### src/design/issd_pkg.sv
// package: opcode maps, field positions and store sizes for the decoder
package issd_pkg;
  // primary opcode, function and register field positions
  localparam int OP_HI  = 31;
  localparam int OP_LO  = 26;
  localparam int FN_HI  = 5;
  localparam int FN_LO  = 0;
  localparam int RS_LO  = 21;
  localparam int RT_LO  = 16;
  localparam int RD_LO  = 11;
  // primary opcodes
  localparam logic [5:0] OP_FUNC_GROUP  = 6'h00;
  localparam logic [5:0] OP_BRANCH_COND = 6'h01;
  localparam logic [5:0] OP_XOR_IMM     = 6'h0e;
  localparam logic [5:0] OP_STORE_LEFT  = 6'h2a;
  localparam logic [5:0] OP_STORE_RIGHT = 6'h2e;
  // function field codes
  localparam logic [5:0] FN_SYS_TRAP = 6'h0c;
  localparam logic [5:0] FN_BARRIER  = 6'h0f;
  localparam logic [5:0] FN_XOR_REG  = 6'h26;
  // reserved rows 6 and 7 of the primary map, columns 1 to 3
  localparam logic [2:0] ROW_COPROC_LOAD  = 3'h6;
  localparam logic [2:0] ROW_COPROC_STORE = 3'h7;
  localparam logic [2:0] COL_COPROC_FIRST = 3'h1;
  localparam logic [2:0] COL_COPROC_LAST  = 3'h3;
  // full word store size in bytes
  localparam logic [2:0] WORD_BYTES = 3'h4;
  // exception codes
  typedef enum logic [1:0] {
    ISSD_EXC_NONE     = 2'h0,
    ISSD_EXC_SYSTEM_TRAP_INSTR  = 2'h1,
    ISSD_EXC_RESERVED = 2'h2
  } issd_exc_t;
endpackage : issd_pkg

### src/design/issd_decode.sv
// decoder/execute for partial stores, barrier, trap and exclusive-or
`timescale 1ns/1ns
module issd_decode
  import issd_pkg::*;
(
  input  wire logic        clock,
  input  wire logic        srst,
  input  wire logic        instr_valid,
  input  wire logic [31:0] instr,
  input  wire logic [31:0] instr_pc,
  input  wire logic [31:0] rs_value,
  input  wire logic [31:0] rt_value,
  input  wire logic [1:0]  paddr_low,
  input  wire logic        cpu_big_endian_flag,
  input  wire logic        reverse_endian_flag,
  input  wire logic        memory_big_endian_flag,
  input  wire logic        mem_ops_pending,
  input  wire logic        store_ready,
  output logic             instr_ready,
  output logic             gpr_we,
  output logic [4:0]       gpr_waddr,
  output logic [31:0]      gpr_wdata,
  output logic             store_valid,
  output logic [31:0]      store_vaddr,
  output logic [1:0]       store_paddr_low,
  output logic [31:0]      store_data,
  output logic [3:0]       store_byte_en,
  output logic [2:0]       store_size,
  output logic             exc_valid,
  output issd_pkg::issd_exc_t exc_code,
  output logic [31:0]      exception_return_pc
);
  import issd_pkg::*;

  typedef enum logic [2:0] {
    ISSD_IDLE  = 3'b001,
    ISSD_SYNC  = 3'b010,
    ISSD_STORE = 3'b100
  } issd_state_t;

  issd_state_t state_reg, state_next;
  logic        ready_reg, ready_next;
  logic        we_reg, we_next;
  logic [4:0]  waddr_reg, waddr_next;
  logic [31:0] wdata_reg, wdata_next;
  logic        sv_reg, sv_next;
  logic [31:0] va_reg, va_next;
  logic [1:0]  pa_reg, pa_next;
  logic [31:0] sd_reg, sd_next;
  logic [3:0]  be_reg, be_next;
  logic [2:0]  sz_reg, sz_next;
  logic        ev_reg, ev_next;
  issd_exc_t   ec_reg, ec_next;
  logic [31:0] epc_reg, epc_next;

  logic [5:0]  opcode;
  logic [5:0]  fn;
  logic [31:0] eff_addr;
  logic [1:0]  byte_idx;
  logic [1:0]  phys_low;
  logic        is_store_left;
  logic        is_store_right;
  logic        is_reserved;
  logic [31:0] al_data;
  logic [3:0]  al_be;
  logic [2:0]  al_size;
  // decoded requests of the instruction taken this edge
  logic        take;
  logic        func_op;
  logic        do_rsv;
  logic        do_trap;
  logic        do_barrier;
  logic        do_xor_reg;
  logic        do_xor_imm;
  logic        do_store;

  // sign-extend a 16-bit field
  function automatic logic [31:0] sext16(input logic [15:0] v);
    sext16 = {{16{v[15]}}, v};
  endfunction : sext16

  // pick a 5-bit register number starting at bit lo
  function automatic logic [4:0] reg_field(input logic [31:0] w,
                                           input int          lo);
    reg_field = w[lo +: 5];
  endfunction : reg_field

  // field decode from row/column of the primary map and function bits
  assign opcode = instr[OP_HI:OP_LO];
  assign fn     = instr[FN_HI:FN_LO];
  assign is_store_left  = (opcode == OP_STORE_LEFT);
  assign is_store_right = (opcode == OP_STORE_RIGHT);

  // effective address may point at any byte; no alignment check exists
  assign eff_addr = rs_value + sext16(instr[15:0]);
  assign byte_idx = eff_addr[1:0] ^ {2{cpu_big_endian_flag}};

  // physical low bits: reverse-endian swap, cleared for little memory
  assign phys_low = memory_big_endian_flag
                  ? (paddr_low ^ {2{reverse_endian_flag}})
                  : 2'h0;

  // reserved-encoding classification
  issd_reserved_check u_rsv (
    .instr    (instr),
    .reserved (is_reserved)
  );

  // lane steering keeps the store inside one aligned word
  issd_store_align u_align (
    .is_left  (is_store_left),
    .byte_idx (byte_idx),
    .src      (rt_value),
    .data     (al_data),
    .byte_en  (al_be),
    .size     (al_size)
  );

  // what the instruction taken at this edge asks for; reserved wins
  assign take       = instr_valid && ready_reg && (state_reg == ISSD_IDLE);
  assign func_op    = take && !is_reserved && (opcode == OP_FUNC_GROUP);
  assign do_rsv     = take && is_reserved;
  assign do_trap    = func_op && (fn == FN_SYS_TRAP);
  assign do_barrier = func_op && (fn == FN_BARRIER);
  assign do_xor_reg = func_op && (fn == FN_XOR_REG);
  assign do_xor_imm = take && !is_reserved && (opcode == OP_XOR_IMM);
  assign do_store   = take && !is_reserved &&
                      (is_store_left || is_store_right);

  // sequencing and store request next values
  always_comb begin
    state_next = state_reg;
    ready_next = ready_reg;
    sv_next    = sv_reg;
    va_next    = va_reg;
    pa_next    = pa_reg;
    sd_next    = sd_reg;
    be_next    = be_reg;
    sz_next    = sz_reg;
    case (state_reg)
      ISSD_IDLE: begin
        ready_next = 1'b1;
        if (do_barrier) begin
          // no privilege check on the barrier
          state_next = ISSD_SYNC;
          ready_next = 1'b0;
        end else if (do_store) begin
          // one write, byte enables confine it to one word
          sv_next    = 1'b1;
          va_next    = eff_addr;
          pa_next    = phys_low;
          sd_next    = al_data;
          be_next    = al_be;
          sz_next    = al_size;
          state_next = ISSD_STORE;
          ready_next = 1'b0;
        end
        // loads and other ops proceed without waiting on memory
      end
      ISSD_SYNC: begin
        // hold later instructions until memory has drained
        if (!mem_ops_pending) begin
          state_next = ISSD_IDLE;
          ready_next = 1'b1;
        end
      end
      ISSD_STORE: begin
        // the request stands until the memory path accepts it
        if (store_ready) begin
          sv_next    = 1'b0;
          state_next = ISSD_IDLE;
          ready_next = 1'b1;
        end
      end
      default: begin
        // illegal state: back to idle, refuse for one cycle
        state_next = ISSD_IDLE;
        ready_next = 1'b0;
        sv_next    = 1'b0;
      end
    endcase
  end

  // sequencing and store request registers
  always_ff @(posedge clock) begin
    if (srst) begin
      state_reg <= ISSD_IDLE;
      ready_reg <= 1'b0;
      sv_reg    <= 1'b0;
      va_reg    <= 32'h0000_0000;
      pa_reg    <= 2'h0;
      sd_reg    <= 32'h0000_0000;
      be_reg    <= 4'h0;
      sz_reg    <= 3'h0;
    end else begin
      state_reg <= state_next;
      ready_reg <= ready_next;
      sv_reg    <= sv_next;
      va_reg    <= va_next;
      pa_reg    <= pa_next;
      sd_reg    <= sd_next;
      be_reg    <= be_next;
      sz_reg    <= sz_next;
    end
  end

  // write-back: one-cycle strobe, trapping instructions never write
  always_comb begin
    we_next    = 1'b0;
    waddr_next = waddr_reg;
    wdata_next = wdata_reg;
    if (do_xor_reg) begin
      we_next    = 1'b1;
      waddr_next = reg_field(instr, RD_LO);
      wdata_next = rs_value ^ rt_value;
    end else if (do_xor_imm) begin
      we_next    = 1'b1;
      waddr_next = reg_field(instr, RT_LO);
      wdata_next = rs_value ^ {16'h0000, instr[15:0]};
    end
  end

  // write-back registers
  always_ff @(posedge clock) begin
    if (srst) begin
      we_reg    <= 1'b0;
      waddr_reg <= 5'h00;
      wdata_reg <= 32'h0000_0000;
    end else begin
      we_reg    <= we_next;
      waddr_reg <= waddr_next;
      wdata_reg <= wdata_next;
    end
  end

  // exception strobe, cause and the trapping instruction's address
  always_comb begin
    ev_next  = 1'b0;
    ec_next  = ISSD_EXC_NONE;
    epc_next = epc_reg;
    if (do_rsv) begin
      ev_next  = 1'b1;
      ec_next  = ISSD_EXC_RESERVED;
      epc_next = instr_pc;
    end else if (do_trap) begin
      // code field is not forwarded anywhere
      ev_next  = 1'b1;
      ec_next  = ISSD_EXC_SYSTEM_TRAP_INSTR;
      epc_next = instr_pc;
    end
  end

  // exception registers
  always_ff @(posedge clock) begin
    if (srst) begin
      ev_reg    <= 1'b0;
      ec_reg    <= ISSD_EXC_NONE;
      epc_reg   <= 32'h0000_0000;
    end else begin
      ev_reg    <= ev_next;
      ec_reg    <= ec_next;
      epc_reg   <= epc_next;
    end
  end

  // outputs straight from flip-flops
  assign instr_ready         = ready_reg;
  assign gpr_we              = we_reg;
  assign gpr_waddr           = waddr_reg;
  assign gpr_wdata           = wdata_reg;
  assign store_valid         = sv_reg;
  assign store_vaddr         = va_reg;
  assign store_paddr_low     = pa_reg;
  assign store_data          = sd_reg;
  assign store_byte_en       = be_reg;
  assign store_size          = sz_reg;
  assign exc_valid           = ev_reg;
  assign exc_code            = ec_reg;
  assign exception_return_pc = epc_reg;
endmodule : issd_decode

### src/design/issd_reserved_check.sv
// reserved-encoding classifier for the primary and function maps
`timescale 1ns/1ns
module issd_reserved_check
  import issd_pkg::*;
(
  input  wire logic [31:0] instr,
  output logic             reserved
);
  logic [2:0] row;
  logic [2:0] col;
  logic [5:0] fn;

  // primary map row/column and function field
  assign row = instr[31:29];
  assign col = instr[28:26];
  assign fn  = instr[FN_HI:FN_LO];

  // star entries raise, gamma and phi entries (sub-maps, cp0) do not
  always_comb begin
    reserved = 1'b0;
    case (row)
      3'h3: reserved = (col != 3'h4);
      3'h4: reserved = (col == 3'h7);
      3'h5: reserved = (col == 3'h4) || (col == 3'h5);
      3'h6, 3'h7: reserved = 1'b1;
      3'h1: reserved = (col == 3'h4);
      // coprocessor 0 with the function bit set: only one star entry
      3'h2: reserved = (col == 3'h0) && instr[25] && (fn == 6'h18);
      3'h0: begin
        if (col == 3'h0) begin
          case (fn[5:3])
            3'h0: reserved = (fn[2:0] == 3'h1) || (fn[2:0] == 3'h5);
            3'h1: reserved = (fn[2:0] == 3'h2) || (fn[2:0] == 3'h3);
            3'h2, 3'h3: reserved = fn[2];
            3'h4: reserved = 1'b0;
            3'h5: reserved = !(fn[2:0] == 3'h2 || fn[2:0] == 3'h3);
            default: reserved = 1'b1;
          endcase
        end
      end
      default: reserved = 1'b0;
    endcase
  end
endmodule : issd_reserved_check

### src/design/issd_store_align.sv
// partial-word store lane and data formation
`timescale 1ns/1ns
module issd_store_align
  import issd_pkg::*;
(
  input  wire logic        is_left,
  input  wire logic [1:0]  byte_idx,
  input  wire logic [31:0] src,
  output logic [31:0]      data,
  output logic [3:0]       byte_en,
  output logic [2:0]       size
);
  // left: top register byte lands in lane idx, so shift right by 8*(3-idx)
  // and write idx+1 bytes; right: shift left by 8*idx, 4-idx bytes
  always_comb begin
    if (is_left) begin
      data    = src >> {2'h3 - byte_idx, 3'b000};
      size    = {1'b0, byte_idx} + 3'h1;
      byte_en = 4'hf >> (2'h3 - byte_idx);
    end else begin
      data    = src << {byte_idx, 3'b000};
      size    = WORD_BYTES - {1'b0, byte_idx};
      byte_en = 4'hf << byte_idx;
    end
  end
endmodule : issd_store_align

### config.mk
export PLATFORM = sky130hd
export DESIGN_NAME = issd_decode
export DESIGN_NICKNAME = d
export VERILOG_FILES = /design/src/design/issd_pkg.sv /design/src/design/issd_decode.sv /design/src/design/issd_reserved_check.sv /design/src/design/issd_store_align.sv
export SDC_FILE = /design/constraint.sdc
export NUM_CORES = 1
export LEC_CHECK = 0
export BUFFER_PORTS_ARGS = -buffer_cell sky130_fd_sc_hd__buf_2
export CAP_MARGIN = 40
export CORE_MARGIN = 1.5
export CORE_UTILIZATION = 47
export DETAILED_ROUTE_END_ITERATION = 16
export PLACE_DENSITY = 0.87
export RECOVER_POWER = 25
export SYNTH_ARGS = -nofsm -noshare
export SYNTH_HDL_FRONTEND = slang
export SYNTH_HIERARCHICAL = 1
export SYNTH_SLANG_ARGS = --single-unit
### constraint.sdc
create_clock -name clock -period 2.48 [get_ports clock]
set_input_delay 0 -clock clock [delete_from_list [all_inputs] [get_ports clock]]
set_output_delay 0 -clock clock [all_outputs]
set_load 0.005 [all_outputs]
==> metrics.yaml, run 1 <==
grt:
  grt_pass1_vias: 10400
  grt_max_degree: 53
  grt_overflow: 0
  antenna_found_initial: 3
  grt_pass1_wl_mm: 53.7
  grt.total_usage_pct: 33.9
critical_path:
  path_class: "reg -> reg"
  slowest_delay_ns: 0.55
  r2r-start: "state_reg[2]$_SDFFE_PP0P_"
  cp_slowest_cell: "or4_1"
  ff2ff_setup_slack_ns: 0.05
  cp-end-kind: "flop"
  critPathMaxFanout: 32
  crit_top_cell: "nand2_1"
  reg2reg_to: "exception_return_pc[22]$_SDFFE_PP0P_"
  critPathArrivalTime_ns: 2.77
  reg2reg_depth: 8
  path_cells: "or3b_4 > nor4_4 > nand3_1 > or4_1 > nand2_1 > buf_12 > nand2_1 > a21oi_1"
  critPathRequiredTime_ns: 2.82
  startpoint_type: "flop"
placed_design:
  hpwl_mm: 24.5
  dpl-instance-area_um2: 11300
  port_buffers: 281
  globalplace.congestion: 0.930
  place_ws_ns: -0.164
final_layout:
  n_fill_cell: 1468
  regArea_um2: 3020
  final_common_cell: "nand2_1"
  mostFrequentLayoutCells: "257 x nand2_1, 242 x buf_2, 164 x a21oi_1"
  layout.nets: 1750
  design_area_um2: 12900
  drive_gt1_share_pct: 26.2
  multi_input_area_um2: 5730
  synthToLayoutAreaGrowth_pct: 40.6
floorplanning:
  core-area_um2: 18900
  die_w_um: 142
  std_cell_rows: 50
  io_pins: 286
  die_h_um: 142
  dieArea_um2: 20300
  start_util_pct: 48.4
min_path:
  hold_class: "in -> reg"
  holdPathEnd: "gpr_wdata[31]$_SDFFE_PP0P_"
  whs_path_depth: 4
  min-delay-start: "rt_value[31]"
sta:
  tightest_slew_ns: 0.949
  maxSlewViolCount: 0
  rsz0062_at_grt: "true"
  slew_headroom_pct: 36.6
  layout_setup_ws_ns: 0.0543
  fmax_mhz: 412
  setup_viol: 0
  hold_viol_final: 1
  post-route-period-util_pct: 97.8
  skew_ns: 0.00699
  layout_min_cycle_time_ns: 2.43
  hold_slack_ns: -0.0144
logic_synthesis:
  synth-edff-count: 0
  synthArstFlopShare_pct: 0
  synth_warnings: 6
  syn_area_per_cell_um2: 7.79
  yosysUniqueCellTypes: 72
  synth_ff_type: "dfxtp_1"
  syn_inst: 1174
  syn_area_um2: 9140
  yosysSeqAreaShare_pct: 33.1
  syn-num-nets: 1348
  ys_ff_latch: 151
outcome:
  violations: "negative hold slack"
  outcome: "complete, but fails checks"
routing:
  routed_via_density: 5.84
  firstDrtPassIters: 6
  post_drt_wl_per_cell_um: 19.4
  vias: 10800
  ant_nets: 0
  routed_wl_mm: 35.8
  drtIter0Drc: 1013
  drc: 0
clock_network:
  clock_path_buffers: 2
  clk_pin_slew_worst_paths_ns: 0.07
  clock_sinks: 151
  cts_made_buffers: 17
  cts_root_buf: "clkbuf_16"
  cts_max_level: 4
  clock_latency_ns: 0.44
  cts_tree: "done"
pwr:
  power_density_nw_per_um2: 541
  power_mw: 6.96
  p_leak_nw: 5.67
  peakVddDrop_v: 0.000457
run:
  cap_violations: 0
-- cell usage after synthesis (all sizes together), types with 7 or more instances --
library cell	instances	area [µm²]
ha	35	438
a21o	9	68.8
a31oi	7	43.8
nor3	13	70.1
a32oi	8	70.1
xnor2	17	149
nand2b	10	62.6
nand3	12	60.1
nor2	62	235
buf	29	214
a211oi	31	233
mux2i	40	400
a21oi	169	846
xor2	24	210
o21ai	69	345
nor2b	9	56.3
nand2	258	971
clkbuf	53	201
nor3b	22	220
a22oi	22	165
mux2	17	251
dfxtp	151	3020
inv	14	52.6
-- logic make-up (layout without fill, tap and decap cells) --
kind of cell | count (synthesis) | after routing | share of synthesized area [%]
DFF | 151 | 151 | 33.1
muxes | 57 | 57 | 7.13
adders and majority gates | 36 | 36 | 5.01
other | 0 | 1 | 0
AOI/OAI and AO/OA | 355 | 355 | 23.0
xor gates and xnor gates | 41 | 41 | 3.93
buffers and inverters | 96 | 511 | 5.12
and+or+nand+nor | 438 | 438 | 22.7
-- critical path: cells and delay by family, from the launching register on --
family	cells	cell delay [ns]
buf+inv	1	0.19
flops	1	0.33
simple gates	6	1.61
compound gates	1	0.21
-- layout make-up --
| type | count | share of cell area, % |
|---|---|---|
| clock inverters | 15 | 1.63 |
| flip-flops and latches | 151 | 23.5 |
| clock buffers | 17 | 3.31 |
| inverters | 14 | 0.409 |
| multi-input cells | 927 | 44.6 |
| diodes | 1 | 0.0195 |
| well taps | 260 | 2.53 |
| repair buffers | 465 | 24.0 |
-- power by group --
| group | switching, mW | internal (mW) | total (mW) |
|---|---|---|---|
| clock | 1.21 | 1.63 | 2.84 |
| sequential | 0.0137 | 2.45 | 2.46 |
| combinational | 0.908 | 0.749 | 1.66 |
| total | 2.13 | 4.82 | 6.96 |
-- worst max path at each step --
stage	start	end	slack [ns]	depth (start not counted)
finish	state_reg[2]$_SDFFE_PP0P_	exception_return_pc[22]$_SDFFE_PP0P_	0.05	8
global route	state_reg[2]$_SDFFE_PP0P_	exception_return_pc[22]$_SDFFE_PP0P_	-0.04	8
CTS	state_reg[2]$_SDFFE_PP0P_	gpr_wdata[24]$_SDFFE_PP0P_	0.06	8
detailed placement	instr[3]	gpr_wdata[13]$_SDFFE_PP0P_	-0.16	12
global placement	instr[3]	gpr_wdata[14]$_SDFFE_PP0P_	-0.12	12
floorplan	instr[0]	store_size[2]$_SDFFE_PP0P_	0.01	12
-- what timing repair did --
item                                    in CTS  in global routing
endpoints found under the setup margin      10                 25
hold buffers                                95                  0
gates resized for setup                      2                 17
endpoints found under the hold margin       76                  0
setup buffers                                0                  0
-- metal layers --
metal | global-route usage, % | part of all wire [%] | up-vias
li1 | - | - | 4957
met1 | 38.1 | 37 | 4945
met2 | 56.7 | 47 | 731
met3 | 9.05 | 10 | 162
met4 | 21.5 | 5.7 | 2
met5 | 0 | 0.050 | -
-- stage by stage --
stage / util, % / TNS [ns] / std cells
2_1_floorplan: - / 0 / 1174
3_3_place_gp: 59.6 / -1.65 / 1722
3_5_place_dp: 59.6 / -3.98 / 1722
4_1_cts: 68.0 / 0 / 1849
5_1_grt: 68.0 / -0.206 / 1850
6_report: 68.0 / 0 / 1850
Power figures use the tool's default switching activity.
==> run 2: changes to the inputs <==
- ABC_CLOCK_PERIOD_IN_PS: default -> 2480
- CORE_UTILIZATION: 47 -> 25
- PLACE_DENSITY: 0.87 -> 0.57
- REMOVE_ABC_BUFFERS: default -> 1
==> run 2 against run 1 <==
Worst hold slack better by 0.044 ns. Non-clock buffer count rose by 42. Clock skew up 0.0030 ns. Routed wire length rose by 5.3%. Critical path type is now in -> reg. Critical path depth rose by 2. The run now ends clean. Sequential power is essentially flat. Global-route usage fell by 14 points. Die area increased by 86%.
==> metrics.yaml, run 2 (same netlist as run 1, synthesis figures left out) <==
outcome:
  outcome: "finished clean"
grt:
  use_met3_pct: 4.66  # -4.4 points
  grt_max_degree: 48  # -9.4%
  grt_pass1_vias: 9886  # -4.7%
  met2_usage_pct: 33.0  # -24 points
  grt.total_usage_pct: 19.5  # -14 points
  met1_usage_pct: 24.6  # -14 points
  antenna_found_initial: 3  # unchanged
  grt_pass1_wl_mm: 56.8  # +5.8%
  top_usage_layer: "met2"
  grt_overflow: 0  # unchanged
sta:
  post-route-period-util_pct: 96.5  # -1.3 points
  skew_ns: 0.00996  # +0.00297 ns
  tightest_slew_ns: 0.771  # -0.177 ns
  fin_setup_tns_ns: 0  # unchanged
  slew_headroom_pct: 48.5  # +12 points
  hold_viol_final: 0  # -1
  setup_viol: 0  # unchanged
  fmax_mhz: 418  # +1.4%
  maxSlewViolCount: 0  # unchanged
  layout_min_cycle_time_ns: 2.39  # -0.0333 ns
critical_path:
  slowest_delay_ns: 0.58  # +0.03 ns
  ff2ff_setup_slack_ns: 0.11  # +0.06 ns
  path_class: "in -> reg"
  cp_slowest_cell: "dlygate4sd3_1"
  path_buf_inv: 3  # +2
  critPathRequiredTime_ns: 2.82  # about the same
  reg2reg_depth: 8  # unchanged
  startpoint_type: "input port"
  r2r-start: "state_reg[2]$_SDFFE_PP0P_"
  reg2reg_to: "gpr_wdata[31]$_SDFFE_PP0P_"
  cp_top_family: "compound AO/OA/AOI/OAI gates"
  cp-end-kind: "flop"
  critPathMaxFanout: 4  # -88%
  path_cells: "dlygate4sd3_1 > buf_2 > ha_1 > a21o_1 > o2111a_1 > o32a_1 > a2111oi_2 > buf_4 > xnor2_1 > o21ai_1"
  critPathArrivalTime_ns: 2.74  # -0.03 ns
final_layout:
  design_area_um2: 13500  # +4.8%
  mostFrequentLayoutCells: "257 x nand2_1, 235 x buf_2, 166 x a21oi_1"
  instances_no_fill: 2095  # +13%
  final_common_cell: "nand2_1"
  synthToLayoutAreaGrowth_pct: 47.4
  drive_gt1_share_pct: 26.6  # +0.37 points
  final_core_util_pct: 37.6  # -30 points
  layout.nets: 1792  # +2.4%
  n_fill_cell: 3683  # +150%
placed_design:
  port_buffers: 281  # unchanged
  globalplace.congestion: 0.947  # +1.9%
  hpwl_mm: 28.8  # +17%
  dp.cells: 1946  # +13%
  dpl-instance-area_um2: 11700  # +4.2%
routing:
  routed_via_density: 4.93  # -16%
  vias: 10300  # -4.4%
  post_drt_wl_per_cell_um: 18.0  # -7.0%
  ant_nets: 0  # unchanged
  drtIter0Drc: 558  # -45%
  routed_wl_mm: 37.7  # +5.3%
  drc: 0  # unchanged
  firstDrtPassIters: 6  # unchanged
pwr:
  p_leak_nw: 5.85  # +3.1%
  peakVddDrop_v: 0.000482  # +5.4%
  power_density_nw_per_um2: 517  # -4.5%
floorplanning:
  io_pins: 286  # unchanged
  core-area_um2: 35800  # +90%
  start_util_pct: 25.5  # -23 points
  die_h_um: 194  # +36%
  dieArea_um2: 37700  # +86%
  std_cell_rows: 69  # +38%
  die_w_um: 194  # +36%
clock_network:
  cts_made_buffers: 17  # unchanged
  clk_pin_slew_worst_paths_ns: 0.07  # about the same
  clock_path_buffers: 2  # unchanged
  cts_max_level: 4  # unchanged
  cts_tree: "done"
  clock_latency_ns: 0.45  # about the same
  clock_sinks: 151  # unchanged
  cts_root_buf: "clkbuf_16"
min_path:
  hold_class: "in -> reg"
  min-delay-start: "rs_value[1]"
  whs_path_depth: 5  # +1
  holdPathEnd: "gpr_wdata[1]$_SDFFE_PP0P_"
run:
  cap_violations: 0  # unchanged
run 2: changes by cell type in the layout (fill, tap and decap cells not counted), sizes merged:
cell	previous run	this run
buf	333	350
bufinv	3	2
clkbuf	54	62
clkinv	3	2
clkinvlp	3	1
diode	1	3
dlygate4sd3	95	112
inv	20	24
run 2: tightest hold or removal path, delay by kind of cell:
kind	cells	cell delay [ns]
buffers and inverters	2	0.22
XOR/XNOR	1	0.05
AND/OR/NAND/NOR	1	0.09
AO/OA/AOI/OAI	1	0.06
run 2: worst max path at each step:
| stage | from | to | slack [ns] | cells after the start |
|---|---|---|---|---|
| 6_report | rs_value[6] | store_vaddr[31]$_SDFFE_PP0P_ | 0.09 | 10 |
| 4_1_cts | rs_value[6] | store_vaddr[31]$_SDFFE_PP0P_ | 0.001 | 10 |
| 5_1_grt | state_reg[2]$_SDFFE_PP0P_ | gpr_wdata[24]$_SDFFE_PP0P_ | -0.0008 | 8 |
| 3_5_place_dp | instr[1] | gpr_waddr[4]$_SDFFE_PP0P_ | -0.21 | 10 |
| 2_1_floorplan | state_reg[0]$_SDFFE_PP1P_ | store_vaddr[29]$_SDFFE_PP0P_ | -2.40 | 6 |
| 3_3_place_gp | instr[2] | store_vaddr[31]$_SDFFE_PP0P_ | -0.28 | 11 |
run 2: stage by stage:
| stage | power, mW | setup slack, ns | hold WS (ns) |
|---|---|---|---|
| finish | 6.96 | 0.0876 | 0.0298 |
| global route | 7.28 | -0.000782 | 0.0452 |
| CTS | 7.02 | 0.00111 | 0.0119 |
| detailed placement | 4.09 | -0.212 | 0.252 |
| global placement | 4.08 | -0.284 | 0.247 |
| floorplan | 3.35 | -2.40 | 0.0691 |
run 2: cell type report:
class / count / area, µm² / area share, %
Tap cell: 461 / 577 / 4.28
Inverter: 14 / 52.6 / 0.390
Clock inverter: 15 / 179 / 1.33
Multi-Input combinational cell: 927 / 5740 / 42.6
Clock buffer: 17 / 425 / 3.16
Timing Repair Buffer: 507 / 3470 / 25.8
Sequential cell: 151 / 3020 / 22.4
Antenna cell: 3 / 7.51 / 0.0557
run 2: per-layer routing:
metal | vias to the layer above | part of all wire (%)
met5 | - | 0.034
met4 | 2 | 2.0
met3 | 34 | 6.9
li1 | 5048 | -
met1 | 4841 | 44
met2 | 402 | 47
run 2: timing repair:
| item | CTS | global route |
|---|---|---|
| buffers inserted | 0 | 2 |
| hold endpoints to repair | 88 | 0 |
| hold buffers | 112 | 0 |
| gates resized for setup | 1 | 13 |
| endpoints found under the setup margin | 1 | 22 |
| pin swaps | 0 | 3 |
run 2: power breakdown:
group          switching (mW)  internal (mW)  total (mW)  leakage [nW]
Combinational           0.914          0.837        1.75          4.33
Sequential             0.0115           2.45        2.46          1.22
Clock                    1.23           1.53        2.75         0.297
Total                    2.15           4.81        6.96          5.85
==> run 3: changes to the inputs <==
- REMOVE_ABC_BUFFERS: 1 -> default
==> run 3 against run 2 <==
Non-clock buffer count shrank 6. Via count fell by 0.53%. Global-route usage is 0.33 points higher. Cell area shrank 0.65%. Die area unchanged. Critical path type unchanged. Critical path depth stayed put.
==> metrics.yaml, run 3 (same netlist as run 1, synthesis figures left out) <==
outcome:
  outcome: "finished clean"
grt:
  grt_overflow: 0  # unchanged
  antenna_found_initial: 2  # -1
  grt.total_usage_pct: 19.9  # +0.33 points
  grt_max_degree: 44  # -8.3%
  grt_pass1_vias: 10100  # +2.4%
  grt_pass1_wl_mm: 58.0  # +2.1%
sta:
  skew_ns: 0.0115  # +0.00153 ns
  post-route-period-util_pct: 96.8  # +0.38 points
  maxSlewViolCount: 0  # unchanged
  rsz0062_at_grt: "false"
  setup_viol: 0  # unchanged
  tightest_slew_ns: 0.783  # +0.0116 ns
  hold_viol_final: 0  # unchanged
  layout_min_cycle_time_ns: 2.40  # +0.00947 ns
  slew_headroom_pct: 47.7  # -0.78 points
  fmax_mhz: 416  # -0.39%
final_layout:
  drive_gt1_share_pct: 26.7  # +0.098 points
  synthToLayoutAreaGrowth_pct: 46.4
  final_common_cell: "nand2_1"
  mostFrequentLayoutCells: "257 x nand2_1, 244 x buf_2, 169 x a21oi_1"
  instances_no_fill: 2087  # -0.38%
  design_area_um2: 13400  # -0.65%
  n_fill_cell: 3735  # +1.4%
  layout.nets: 1786  # -0.33%
placed_design:
  globalplace.congestion: 0.885  # -6.6%
  dpl-instance-area_um2: 11700  # -0.29%
  dp.cells: 1943  # -0.15%
  port_buffers: 281  # unchanged
  hpwl_mm: 28.8  # about the same
clock_network:
  clock_path_buffers: 2  # unchanged
  cts_max_level: 4  # unchanged
  clock_sinks: 151  # unchanged
  cts_made_buffers: 17  # unchanged
  clk_pin_slew_worst_paths_ns: 0.06  # about the same
  cts_root_buf: "clkbuf_16"
  clock_latency_ns: 0.45  # about the same
  cts_tree: "done"
floorplanning:
  io_pins: 286  # unchanged
  std_cell_rows: 69  # unchanged
  core-area_um2: 35800  # unchanged
  start_util_pct: 25.5  # unchanged
  dieArea_um2: 37700  # unchanged
  die_w_um: 194  # unchanged
  die_h_um: 194  # unchanged
routing:
  routed_wl_mm: 37.7  # -0.11%
  routed_via_density: 4.92  # -0.15%
  drc: 0  # unchanged
  vias: 10300  # -0.53%
  post_drt_wl_per_cell_um: 18.1  # +0.27%
  ant_nets: 0  # unchanged
  drtIter0Drc: 606  # +8.6%
  firstDrtPassIters: 5  # -1
pwr:
  peakVddDrop_v: 0.000462  # -4.2%
  p_leak_nw: 5.83  # -0.23%
  power_density_nw_per_um2: 510  # -1.3%
run:
  cap_violations: 0  # unchanged
critical_path:
  path_class: "in -> reg"
  startpoint_type: "input port"
  cp-end-kind: "flop"
  critPathArrivalTime_ns: 2.73  # about the same
  critPathMaxFanout: 4  # unchanged
  critPathRequiredTime_ns: 2.81  # about the same
min_path:
  hold_class: "in -> reg"
run 3: cell types whose count changed in the layout (fill, tap and decap cells not counted), moves of 2 or more:
cell and change:
inv_6 -2, clkbuf_1 -9, a21oi_1 +3, buf_4 -4
inv_8 -4, buf_2 +9, a21oi_2 -3, clkinvlp_4 +2
diode_2 -2, dlygate4sd3_1 -2
run 3: worst max-delay path, stage by stage:
cell           delay [ns]
dlygate4sd3_1        0.54
buf_2                0.16
ha_1                 0.31
nor2b_2              0.18
o2111a_1             0.27
o211ai_1             0.29
a211o_1              0.31
a211oi_2             0.11
or3_1                0.32
a32o_1               0.25
run 3: stage by stage:
stage / hold WS, ns / util [%] / setup TNS (ns) / power [mW] / setup slack [ns]
finish: 0.0199 / 37.4 / 0 / 6.83 / 0.0781
floorplan: 0.136 / - / 0 / 3.40 / 0.0137
global placement: 0.247 / 32.7 / -7.10 / 4.03 / -0.169
CTS: 0.00291 / 37.4 / 0 / 6.90 / 0.0307
detailed placement: 0.251 / 32.7 / -9.43 / 4.04 / -0.190
global route: 0.0315 / 37.4 / 0 / 7.16 / 0.00548
run 3: final timing paths:
kind / from / endpoint / slack (ns) / cells after the start
hold reg to reg: exception_return_pc[1]$_SDFFE_PP0P_ / exception_return_pc[1]$_SDFFE_PP0P_ / 0.45 / 2
setup reg to reg: state_reg[2]$_SDFFE_PP0P_ / gpr_waddr[2]$_SDFFE_PP0P_ / 0.11 / 7
setup / recovery: rs_value[2] / store_vaddr[20]$_SDFFE_PP0P_ / 0.08 / 10
hold / removal: rt_value[9] / gpr_wdata[9]$_SDFFE_PP0P_ / 0.02 / 4
run 3: timing repair:
action | in CTS | in global routing
gates resized for setup | 0 | 10
setup endpoints to repair | 0 | 35
hold buffers | 110 | 0
buffers inserted | 0 | 1
hold endpoints to repair | 85 | 0
run 3: area by class of cell:
cell class,instances,area [µm²],share of cell area [%]
antenna,1,2.50,0.0187
sequential,151,3020,22.6
clock inverter,13,145,1.08
timing repair buffer,501,3430,25.6
clock buffer,19,443,3.31
inverter,14,52.6,0.393
multi-input combinational,927,5710,42.7
tap,461,577,4.31
run 3: layer usage:
metal  vias to the layer above  track usage, %  part of all wire (%)
met5                         -               0                 0.069
met4                         4            6.77                   2.0
met3                        47            4.64                   6.2
met2                       379            33.1                    47
met1                      4809            25.1                    45
li1                       5033               -                     -
run 3: power by group:
part	leakage [nW]	switching [mW]	total, mW	internal [mW]
Sequential	1.22	0.0119	2.46	2.45
Combinational	4.34	0.904	1.70	0.792
Clock	0.281	1.16	2.68	1.52
